## src/hw/pmic_map.vh

```
// Register offsets, field positions, vectors and timing counts of the power monitor interrupt controller.
//
// Behaviour
// - Count 65536 clocks after supply recovers, start 0000h
// - Reset held while supply below threshold
// - Power-on flag in control bit 6
// - Drive reset pin high during supply reset
// - Enabled supply warning vectors to 0033h
// - Warning enable is control bit 5
// - Warning flag bit 4, set always, software clears
// - Warning ignores global enable; others need both
// - Global enable is enable register bit 7
// - Three levels; warning highest; priority bit selects
// - Equal level: lowest natural number wins
// - Sixteen sources with flag, enable, vector
// - Port B source: vector 0Bh, natural 2
// - Port A source: vector 6Bh, natural 13
// - Ext2 or capture0: vector 23h, natural 5
`ifndef PMIC_MAP_VH
`define PMIC_MAP_VH
`define PMIC_ADDR_WATCHDOG_CONTROL_REG   12'h000
`define PMIC_ADDR_IE      12'h004
`define PMIC_ADDR_IP      12'h008
`define PMIC_ADDR_EIE     12'h00C
`define PMIC_ADDR_EIP     12'h010
`define PMIC_ADDR_CAPTURE_TRIGGER_CTRL_REG   12'h014
`define PMIC_ADDR_STATUS  12'h018
`define PMIC_BIT_POR      6
`define PMIC_BIT_WEN      5
`define PMIC_BIT_WFLG     4
`define PMIC_BIT_GEN      7
`define PMIC_STARTUP_CYC  17'h1_0000
`define PMIC_RESET_PC     16'h0000
`define PMIC_WARN_VEC     16'h0033
`define PMIC_LVL_NONE     2'h0
`define PMIC_LVL_LOW      2'h1
`define PMIC_LVL_HIGH     2'h2
`define PMIC_LVL_TOP      2'h3
`define PMIC_VEC_SRC1     16'h0003
`define PMIC_VEC_SRC2     16'h000B
`define PMIC_VEC_SRC3     16'h0013
`define PMIC_VEC_SRC4     16'h001B
`define PMIC_VEC_SRC5     16'h0023
`define PMIC_VEC_SRC6     16'h002B
`define PMIC_VEC_SRC7     16'h003B
`define PMIC_VEC_SRC8     16'h0043
`define PMIC_VEC_SRC9     16'h004B
`define PMIC_VEC_SRC10    16'h0053
`define PMIC_VEC_SRC11    16'h005B
`define PMIC_VEC_SRC12    16'h0063
`define PMIC_VEC_SRC13    16'h006B
`define PMIC_VEC_SRC14    16'h0073
`define PMIC_VEC_SRC15    16'h007B
`endif

```

## src/hw/pmic_top.v

```verilog
// Supply monitor, reset sequencer and sixteen source interrupt controller with APB registers.
`include "pmic_map.vh"
module pmic_top (
    input  wire        sys_clk,
    input  wire        sys_rst,
    input  wire        psel,
    input  wire        penable,
    input  wire        pwrite,
    input  wire [11:0] paddr,
    input  wire [31:0] pwdata,
    output reg  [31:0] prdata,
    output reg         pready,
    output reg         pslverr,
    input  wire        supply_ok,
    input  wire        supply_warn,
    input  wire [15:0] irq_src,
    input  wire        irq_ack,
    input  wire        irq_ret,
    output reg         core_rst,
    output reg         rst_pin_o,
    output reg         rst_pin_oe,
    output reg         irq_req,
    output reg  [15:0] irq_vector,
    output reg  [15:0] fetch_addr
);
    ////////////////////////////////////////////////////////////////////////////////
    reg  [2:0]  ok_s_q;
    reg  [2:0]  warn_s_q;
    reg         ok_q;
    reg         warn_q;
    reg         warn_prev_q;
    reg  [16:0] start_cnt_q;
    reg         por_q;
    reg         wen_q;
    reg         wflg_q;
    reg  [7:0]  ie_q;
    reg  [7:0]  ip_q;
    reg  [7:0]  eie_q;
    reg  [7:0]  eip_q;
    reg  [7:0]  capture_trigger_ctrl_reg_q;
    reg  [3:0]  act_q;
    reg  [3:0]  act_src_q [0:3];
    wire [15:0] en_map;
    wire [15:0] pr_map;
    wire        acc;
    // Per-source enable and priority bits taken from the four control registers.
    assign en_map = {eie_q[7], eie_q[3], ie_q[4], eie_q[6], eie_q[2], ie_q[3], eie_q[5], eie_q[1],
                     ie_q[2], eie_q[4], eie_q[0], ie_q[1], ie_q[6], ie_q[5], ie_q[0], 1'b0};
    assign pr_map = {eip_q[7], eip_q[3], ip_q[4], eip_q[6], eip_q[2], ip_q[3], eip_q[5], eip_q[1],
                     ip_q[2], eip_q[4], eip_q[0], ip_q[1], ip_q[6], ip_q[5], ip_q[0], 1'b0};
    assign acc = psel & penable & pready;
    ////////////////////////////////////////////////////////////////////////////////
    // Supply comparators arrive asynchronously; a change counts once stages two and three agree.
    always @(posedge sys_clk) begin
        if (sys_rst) begin
            ok_s_q      <= 3'h0;
            warn_s_q    <= 3'h0;
            ok_q        <= 1'b0;
            warn_q      <= 1'b0;
            warn_prev_q <= 1'b0;
        end else begin
            ok_s_q   <= {ok_s_q[1:0], supply_ok};
            warn_s_q <= {warn_s_q[1:0], supply_warn};
            if (ok_s_q[2] == ok_s_q[1])
                ok_q <= ok_s_q[2];
            if (warn_s_q[2] == warn_s_q[1])
                warn_q <= warn_s_q[2];
            warn_prev_q <= warn_q;
        end
    end
    ////////////////////////////////////////////////////////////////////////////////
    // Reset sequencer: any supply dip that ok_q sees, after filtering, restarts the whole power-on count.
    localparam [1:0] SEQ_HOLD  = 2'h0;
    localparam [1:0] SEQ_COUNT = 2'h1;
    localparam [1:0] SEQ_RUN   = 2'h2;
    reg  [1:0]  seq_q;
    reg  [1:0]  seq_d;
    reg  [16:0] start_cnt_d;
    always @* begin
        seq_d       = seq_q;
        start_cnt_d = start_cnt_q;
        case (seq_q)
            SEQ_HOLD: begin
                start_cnt_d = 17'h0_0000;
                if (ok_q)
                    seq_d = SEQ_COUNT;
            end
            SEQ_COUNT: begin
                if (!ok_q) begin
                    seq_d       = SEQ_HOLD;
                    start_cnt_d = 17'h0_0000;
                end else if (start_cnt_q == `PMIC_STARTUP_CYC) begin
                    seq_d       = SEQ_RUN;
                end else begin
                    start_cnt_d = start_cnt_q + 17'h0_0001;
                end
            end
            SEQ_RUN: begin
                if (!ok_q) begin
                    seq_d       = SEQ_HOLD;
                    start_cnt_d = 17'h0_0000;
                end
            end
            default: begin
                seq_d       = SEQ_HOLD;
                start_cnt_d = 17'h0_0000;
            end
        endcase
    end
    // Outputs follow the next state so the pin and core react in the same cycle.
    always @(posedge sys_clk) begin
        if (sys_rst) begin
            seq_q       <= SEQ_HOLD;
            start_cnt_q <= 17'h0_0000;
            core_rst    <= 1'b1;
            rst_pin_o   <= 1'b1;
            rst_pin_oe  <= 1'b1;
            fetch_addr  <= `PMIC_RESET_PC;
        end else begin
            seq_q       <= seq_d;
            start_cnt_q <= start_cnt_d;
            core_rst    <= (seq_d != SEQ_RUN);
            rst_pin_o   <= (seq_d == SEQ_HOLD);
            rst_pin_oe  <= (seq_d == SEQ_HOLD);
            fetch_addr  <= `PMIC_RESET_PC;
        end
    end
    ////////////////////////////////////////////////////////////////////////////////
    // Registers; hardware sets of the two flags win over a software clear in the same cycle.
    always @(posedge sys_clk) begin
        if (sys_rst) begin
            por_q   <= 1'b1;
            wen_q   <= 1'b0;
            wflg_q  <= 1'b0;
            ie_q    <= 8'h00;
            ip_q    <= 8'h00;
            eie_q   <= 8'h00;
            eip_q   <= 8'h00;
            capture_trigger_ctrl_reg_q <= 8'h00;
            pready  <= 1'b0;
            pslverr <= 1'b0;
            prdata  <= 32'h0000_0000;
        end else begin
            pready  <= psel & ~pready;
            pslverr <= 1'b0;
            if (psel & ~pready & ~pwrite) begin
                case (paddr)
                    `PMIC_ADDR_WATCHDOG_CONTROL_REG:  prdata <= {25'h000_0000, por_q, wen_q, wflg_q, 4'h0};
                    `PMIC_ADDR_IE:     prdata <= {24'h00_0000, ie_q};
                    `PMIC_ADDR_IP:     prdata <= {24'h00_0000, ip_q};
                    `PMIC_ADDR_EIE:    prdata <= {24'h00_0000, eie_q};
                    `PMIC_ADDR_EIP:    prdata <= {24'h00_0000, eip_q};
                    `PMIC_ADDR_CAPTURE_TRIGGER_CTRL_REG:  prdata <= {24'h00_0000, capture_trigger_ctrl_reg_q};
                    `PMIC_ADDR_STATUS: prdata <= {12'h000, act_q, irq_src};
                    default:           prdata <= 32'h0000_0000;
                endcase
            end
            if (psel & ~pready) begin
                case (paddr)
                    `PMIC_ADDR_WATCHDOG_CONTROL_REG, `PMIC_ADDR_IE, `PMIC_ADDR_IP, `PMIC_ADDR_EIE,
                    `PMIC_ADDR_EIP, `PMIC_ADDR_CAPTURE_TRIGGER_CTRL_REG, `PMIC_ADDR_STATUS: pslverr <= 1'b0;
                    default: pslverr <= 1'b1;
                endcase
            end
            if (acc & pwrite) begin
                case (paddr)
                    `PMIC_ADDR_WATCHDOG_CONTROL_REG: begin
                        por_q  <= pwdata[`PMIC_BIT_POR];
                        wen_q  <= pwdata[`PMIC_BIT_WEN];
                        wflg_q <= pwdata[`PMIC_BIT_WFLG];
                    end
                    `PMIC_ADDR_IE:    ie_q    <= pwdata[7:0];
                    `PMIC_ADDR_IP:    ip_q    <= pwdata[7:0];
                    `PMIC_ADDR_EIE:   eie_q   <= pwdata[7:0];
                    `PMIC_ADDR_EIP:   eip_q   <= pwdata[7:0];
                    `PMIC_ADDR_CAPTURE_TRIGGER_CTRL_REG: capture_trigger_ctrl_reg_q <= pwdata[7:0];
                    default: ;
                endcase
            end
            if (!ok_q)
                por_q <= 1'b1;
            if (warn_q & ~warn_prev_q)
                wflg_q <= 1'b1;
        end
    end
    ////////////////////////////////////////////////////////////////////////////////
    // Per-source pending bit and level; source 0 is the supply warning on the reserved top level.
    wire [15:0] pend;
    wire [31:0] src_lvl;
    assign pend[0]      = wflg_q & wen_q;
    assign src_lvl[1:0] = `PMIC_LVL_TOP;
    genvar g;
    generate
        for (g = 1; g < 16; g = g + 1) begin : g_src
            assign pend[g]             = irq_src[g] & en_map[g] & ie_q[`PMIC_BIT_GEN];
            assign src_lvl[2*g+1:2*g]  = pr_map[g] ? `PMIC_LVL_HIGH : `PMIC_LVL_LOW;
        end
    endgenerate
    ////////////////////////////////////////////////////////////////////////////////
    // Arbiter: highest level first, lowest natural number within a level.
    reg  [1:0]  best_lvl;
    reg  [3:0]  best_src;
    reg  [1:0]  cand_lvl;
    integer     i;
    always @* begin
        best_lvl = `PMIC_LVL_NONE;
        best_src = 4'h0;
        cand_lvl = `PMIC_LVL_NONE;
        // Scanning downwards lets a lower natural number take over an equal level.
        for (i = 15; i >= 0; i = i - 1) begin
            cand_lvl = src_lvl[2*i +: 2];
            if (pend[i] && (cand_lvl >= best_lvl)) begin
                best_lvl = cand_lvl;
                best_src = i[3:0];
            end
        end
    end
    ////////////////////////////////////////////////////////////////////////////////
    // Fixed vector table; the slot at 0033h belongs to the supply warning, so the table skips it.
    reg  [15:0] vec_d;
    always @* begin
        case (best_src)
            4'h0:    vec_d = `PMIC_WARN_VEC;
            4'h1:    vec_d = `PMIC_VEC_SRC1;
            4'h2:    vec_d = `PMIC_VEC_SRC2;
            4'h3:    vec_d = `PMIC_VEC_SRC3;
            4'h4:    vec_d = `PMIC_VEC_SRC4;
            4'h5:    vec_d = `PMIC_VEC_SRC5;
            4'h6:    vec_d = `PMIC_VEC_SRC6;
            4'h7:    vec_d = `PMIC_VEC_SRC7;
            4'h8:    vec_d = `PMIC_VEC_SRC8;
            4'h9:    vec_d = `PMIC_VEC_SRC9;
            4'hA:    vec_d = `PMIC_VEC_SRC10;
            4'hB:    vec_d = `PMIC_VEC_SRC11;
            4'hC:    vec_d = `PMIC_VEC_SRC12;
            4'hD:    vec_d = `PMIC_VEC_SRC13;
            4'hE:    vec_d = `PMIC_VEC_SRC14;
            4'hF:    vec_d = `PMIC_VEC_SRC15;
            default: vec_d = `PMIC_WARN_VEC;
        endcase
    end
    // Request is raised only when the winner outranks the running routine.
    always @(posedge sys_clk) begin
        if (sys_rst | core_rst) begin
            act_q      <= 4'h0;
            irq_req    <= 1'b0;
            irq_vector <= `PMIC_WARN_VEC;
        end else begin
            irq_req <= (best_lvl > act_q[3:2]) & ~irq_ack;
            irq_vector <= vec_d;
            if (irq_ack & irq_req)
                act_q <= {best_lvl, act_q[3:2]};
            else if (irq_ret)
                act_q <= {act_q[1:0], `PMIC_LVL_NONE};
        end
    end
endmodule

```

## config.mk

```make
export PLATFORM = sky130hd
export DESIGN_NAME = pmic_top
export DESIGN_NICKNAME = d
export VERILOG_FILES = /design/src/hw/pmic_top.v
export VERILOG_INCLUDE_DIRS = /design/src /design/src/hw
export SDC_FILE = /design/constraint.sdc
export NUM_CORES = 1
export LEC_CHECK = 0
export BUFFER_PORTS_ARGS = -buffer_cell sky130_fd_sc_hd__buf_2
export CAP_MARGIN = 30
export CORE_MARGIN = 8
export CORE_UTILIZATION = 55
export CTS_CLUSTER_DIAMETER = 120
export DETAILED_ROUTE_END_ITERATION = 16
export GPL_TIMING_DRIVEN = 0
export MAX_ROUTING_LAYER = met4
export PLACE_DENSITY = 0.79
export SKIP_CTS_REPAIR_TIMING = 1
export SLEW_MARGIN = 20
export SYNTH_ARGS = -nofsm -noshare
export SYNTH_HDL_FRONTEND = slang
export SYNTH_SLANG_ARGS = --single-unit
```

## constraint.sdc

```tcl
create_clock -name sys_clk -period 20.1 [get_ports sys_clk]
set_input_delay 0 -clock sys_clk [delete_from_list [all_inputs] [get_ports sys_clk]]
set_output_delay 0 -clock sys_clk [all_outputs]
set_load 0.03 [all_outputs]
```

## Word level (Yosys, flattened, before mapping)

Memory sizes are Yosys's and may differ from the RTL's. A register that Yosys moved wholly into a read port is not among the register bits.
Index checks and enable logic that the tools add are counted.
W data, S select, Z words.

- Register bits: 128
- Memory bits (read-only): 64
- Input bits: 69
- Output and inout port bits: 70
- Word-level logic and storage cells: 198
- Memories kept: 1

- $add $sub $neg: 1
- Order comparisons: 17
- Equal/unequal tests: 14
- Multiplexer cells: 63
- Bitwise logic cells: 46
- Reduce and logical (&&, ||, !) cells: 33

Memory list:

| name | depth | width | read ports | clocked after memory_dff | write ports | RTL line | text |
|---|---|---|---|---|---|---|---|
| (no name shown) | 16 | 4 | 1 | 1 | 0 | pmic_top.v:222 | `case (best_src)` |

Operators with widths:

| cell | number |
|---|---|
| $pmux W20 S7 | 1 |
| $mux W4 | 18 |
| $mux W2 | 35 |
| $mux W17 | 3 |
| $and A1 B1 Y1 | 39 |
| $eq A12 B5 Y1 const B | 3 |
| $pmux W17 S2 | 1 |
| $ge A2 B2 Y1 | 14 |
| $eq A12 B4 Y1 const B | 2 |
| $add A17 B1 Y17 const B | 1 |
| $eq A17 B17 Y1 const B | 1 |
| $logic_and A1 B1 Y1 | 16 |
| $reduce_and A2 Y1 | 8 |
| $eq A12 B3 Y1 const B | 1 |
| $logic_not A12 Y1 | 1 |
| $reduce_or A7 Y1 | 1 |
| $not A1 Y1 | 6 |
| $pmux W2 S3 | 1 |
| $reduce_bool A2 Y1 | 3 |
| $logic_not A2 Y1 | 2 |
| $mux W1 | 4 |
| $ne A2 B2 Y1 const B | 2 |
| $reduce_or A2 Y1 | 2 |
| $ne A3 B3 Y1 const B | 1 |
| 7 further kinds | 8 |

## Depth between registers and ports, before layout

- Depth after elaboration: 51
- Mapped depth: 88
- Gate-level depth less buffers: 87

## Worst setup path after synthesis

OpenSTA, ideal clock, no wires.

- Kind: register to register
- From: register ie_q[7]
- To: register irq_req
- Setup time: 0.115 ns
- Data arrival time: 15.665 ns
- Required time: 19.986 ns
- Slack: 4.321 ns
- Stages on the path, launching flop included: 87
- Path buffers: 1
- Period minus slack after synthesis: 15.779 ns
- Cells stage by stage: dfxtp_1 -> buf_2 -> nand3_1 -> nor2_1 -> ha_1 -> nand2b_1 -> a21oi_1 -> nand2b_1 -> nand2_1 -> o21ai_0 -> ha_1 -> inv_1 -> a21oi_1 -> a21oi_1 -> o2bb2ai_1 -> nor2_1 -> ha_1 -> nor2b_1 -> [... 51 more ...] -> a31oi_1 -> nor2_1 -> a211oi_1 -> ha_1 -> nor2b_1 -> maj3_1 -> o21ai_1 -> o31a_2 -> ha_1 -> nand2b_1 -> a21oi_1 -> or2_2 -> nor2_1 -> a21o_1 -> nand2_1 -> ha_1 -> a21oi_1 -> a2111oi_0

- Cells in the longest elaborated chain, start to end: 50
- Elaborated cells between the ends (all ways): 64
- Those cells by class: order compare: 16; mux: 16; bitwise: 16; reduce/logical: 16

Ends and longest elaborated chain:

| item | RTL line | text |
|---|---|---|
| from (decl) | pmic_top.v:36 | `reg [7:0] ie_q;` |
| from (signal assigned) | pmic_top.v:172 | `` `PMIC_ADDR_IE: ie_q <= pwdata[7:0]; `` |
| $and A1 B1 Y1 | pmic_top.v:195 | `` assign pend[g] = irq_src[g] & en_map[g] & ie_q[`PMIC_BIT_GEN]; `` |
| $logic_and A1 B1 Y1 | pmic_top.v:212 | `if (pend[i] && (cand_lvl >= best_lvl)) begin` |
| $mux W2 | pmic_top.v:212 |  |
| $ge A2 B2 Y1 | pmic_top.v:212 |  |
| $logic_and A1 B1 Y1 | pmic_top.v:212 |  |
| $mux W2 | pmic_top.v:212 |  |
| $ge A2 B2 Y1 | pmic_top.v:212 |  |
| $logic_and A1 B1 Y1 | pmic_top.v:212 |  |
| [... 34 more ...] | -- |  |
| $ge A2 B2 Y1 | pmic_top.v:212 |  |
| $logic_and A1 B1 Y1 | pmic_top.v:212 |  |
| $mux W2 * | pmic_top.v:212 |  |
| $ge A2 B2 Y1 | pmic_top.v:212 |  |
| $logic_and A1 B1 Y1 | pmic_top.v:212 |  |
| $mux W2 * | pmic_top.v:212 |  |
| $gt A2 B2 Y1 * | pmic_top.v:249 | `irq_req <= (best_lvl > act_q[3:2]) & ~irq_ack;` |
| $and A1 B1 Y1 * | pmic_top.v:249 |  |
| to (signal assigned) | pmic_top.v:249 |  |
| to (decl) | pmic_top.v:22 | `output reg irq_req,` |

Every way passes the cells marked *; elsewhere a longest branch is shown, timed or not.
A chain may end at the register's enable or synchronous reset.

## Final worst setup path

Same ends and word-level chain as after synthesis.

==> flow_summary.json <==
{
  "routed_wl_mm": 18.4,
  "finalSetupTns_ns": 0,
  "yosys.area.top_type": "dfxtp_1",
  "setup_viol": 0,
  "fp.dieH_um": 122,
  "required_ns": 20.37,
  "dp_cells": 985,
  "viasPerCell": 5.81,
  "finalNonFillerCells": 1019,
  "path_clk_slew_ns": 0.11,
  "synthCells": 734,
  "max_slew_margin": 0.355,
  "drive_gt1_frac": 0.183,
  "yosysMostFrequentCell": "dfxtp_1",
  "min_path_cells": 3,
  "antenna_cells": 0,
  "ys_seq_elements": 104,
  "grt.overflow.total": 0,
  "hp-start": "pwdata[4]",
  "wl_per_cell_um": 18.0,
  "ys.warnings.count": 0,
  "maxSlewViolCount": 0,
  "outcome": "finished with violations",
  "dr.first_iter.drc_count": 530,
  "switching_share": 0.276,
  "cp_slowest_cell": "a32oi_1",
  "switchingPower_w": 0.000105,
  "nets": 968,
  "tightest_slew_ns": 0.954,
  "power.density_nw_per_um2": 52.4,
  "grt_pass1_vias": 5539,
  "syn_avg_cell_area_um2": 8.41,
  "io_pins": 139,
  "finalCriticalPeriod_ns": 18.05,
  "ant_nets": 0,
  "rows": 38,
  "min_to": "eie_q[4]",
  "synth.area.mux_share": 0.0861,
  "cap_violations": 0,
  "skew_ns": 0.0143,
  "reg2reg_setup_slack_ns": 2.05,
  "port-buffer-count": 73,
  "register_area_um2": 2080,
  "n_fill_cell": 957,
  "place_congestion": 0.961,
  "critical_path_arrival_ns": 18.31,
  "cellInternalPower_w": 0.000275,
  "cts_root_buffer": "clkbuf_8",
  "drc_errors": 0,
  "clock_latency_ns": 0.37,
  "seq_power_share": 0.550,
  "crit_type": "reg -> reg",
  "netlist_area_um2": 6170,
  "grt_max_degree": 18,
  "synth_flop_cell": "dfxtp_1",
  "hpwl_mm": 14.5,
  "synth_top_family_by_area": "simple AND/OR/NAND/NOR gates",
  "crit_path_start_kind": "flop",
  "violations": "hold timing",
  "yosys.area_share.xor_xnor": 0.0142,
  "cts_htree_levels": 3,
  "max_freq_mhz": 55.4,
  "reg2regPathDepth": 87,
  "yosysUniqueCellTypes": 83,
  "cts_buffers": 9,
  "end_kind": "flop",
  "p_clk_frac": 0.341,
  "cpPeakStageDelay_ns": 0.44,
  "gr-usage-all-layers": 0.251,
  "placedInstanceArea_um2": 6870,
  "vias": 5925,
  "dr.pass1.iters": 7,
  "ys_async_sr_fraction": 0,
  "dieArea_um2": 14900,
  "yosys-top-cells-count": "dfxtp_1, nor2_1, mux2i_1",
  "cpMostUsedCell": "ha_1",
  "syn_to_final_growth_pct": 17.2,
  "rsz0062_at_grt": "no",
  "min_period_over_period": 0.898,
  "cts_tree": "done",
  "yosys.area_share.simple": 0.251,
  "core-area_um2": 10900,
  "r2r_end": "irq_req",
  "peakVddDrop_mv": 0.0459,
  "cts_max_path_buffers": 2,
  "reg2reg_from": "ie_q[7]",
  "final-hold-violation-count": 1,
  "start_util": 0.567,
  "synth_edf_count": 0,
  "p_leak_nw": 3.04,
  "combPwrFrac": 0.110,
  "whs_ns": -0.00398,
  "antenna_found_initial": 0,
  "grt_pass1_wl_mm": 28.9,
  "fin_area_um2": 7240,
  "cp_max_fo": 10,
  "synth_top_area_share": 0.337,
  "synth_compound_area_frac": 0.175,
  "hp-class": "in -> reg",
  "seq_area_frac_synth": 0.337,
  "die_w_um": 122,
  "clock-sinks": 104,
  "ys_top_cells_by_area": "dfxtp_1, mux2i_1, nor2_1, buf_4, ha_1",
  "synthAdderAreaFrac": 0.0551,
  "multi_input_area_um2": 3750
}
layer usage:
layer	global-route usage	vias to the layer above	wire [um]
met5	-	-	0
met4	0.0856	0	442
met3	0.0491	34	1530
met2	0.394	245	8580
met1	0.315	2766	7840
li1	-	2880	-
registers in the layout, indices dropped and copies added (netlist names), 4 cells and up:
name	count
irq_vector	4
act_q	4
eie_q	8
ip_q	8
ie_q	8
capture_trigger_ctrl_reg_q	8
prdata	20
eip_q	8
start_cnt_q	17
worst max path at each step:
stage,start,endpoint,slack [ns],cells past startpoint
finish,ie_q[7],irq_req,2.05,87
CTS,ie_q[7],irq_req,2.29,87
global placement,ie_q[7],irq_req,2.69,85
detailed placement,ie_q[7],irq_req,2.35,87
global route,ie_q[7],irq_req,0.40,87
floorplan,ie_q[7],irq_req,4.32,86
stage by stage:
stage	worst slack [ns]	total power, W	util	hold WS [ns]
2_1_floorplan	4.32	0.000238	-	0.0831
3_3_place_gp	2.69	0.000250	0.630	0.214
3_5_place_dp	2.35	0.000251	0.631	0.217
4_1_cts	2.29	0.000375	0.648	-0.167
5_1_grt	0.396	0.000391	0.665	0.00961
6_report	2.05	0.000379	0.665	-0.00398
cells by family after synthesis:
group,Yosys count
muxes,53
and+or+nand+nor,301
adders and majority gates,28
xor gates and xnor gates,10
other,2
DFF,104
AOI/OAI and AO/OA,147
buffers and inverters,89
power groups by stage:
| stage | clock network (W) | registers (W) | logic, W |
|---|---|---|---|
| after floorplan | 0 | 0.000215 | 0.0000230 |
| after global placement | 0 | 0.000213 | 0.0000372 |
| after detailed placement | 0 | 0.000213 | 0.0000377 |
| after CTS | 0.000129 | 0.000208 | 0.0000378 |
| after global routing | 0.000138 | 0.000209 | 0.0000440 |
| final | 0.000129 | 0.000208 | 0.0000416 |
worst max-delay path, delay by kind of cell, from the launching register on:
| kind | cells | cell delay, ns |
|---|---|---|
| AO/OA/AOI/OAI | 32 | 6.95 |
| adder cells (fa/ha/maj) | 16 | 4.03 |
| buffers and inverters | 4 | 0.51 |
| flip-flops | 1 | 0.43 |
| AND/OR/NAND/NOR | 35 | 6.02 |
cell type report:
cell class / instances / share of cell area
Clock inverter: 4 / 0.00501
Clock buffer: 11 / 0.0209
Tap cell: 140 / 0.0242
Timing Repair Buffer: 92 / 0.0760
Inverter: 21 / 0.0109
Multi-Input combinational cell: 579 / 0.518
Sequential cell: 104 / 0.288
Buffer: 68 / 0.0574
cells in the final DEF (no fill, tap or decap), drive strengths merged, types with 7 or more instances in the layout:
master	n
conb	40
nand4	20
clkbuf	32
a221oi	11
dlygate4sd3	18
nand2	43
o21ai	26
nor4	10
dfxtp	104
nor2b	16
and3	8
inv	23
nor3	14
xor2	7
nand3	38
ha	24
nor2	101
and2	9
nand2b	12
mux2i	52
a21oi	39
a211oi	8
buf	121
Power figures use the tool's default switching activity.
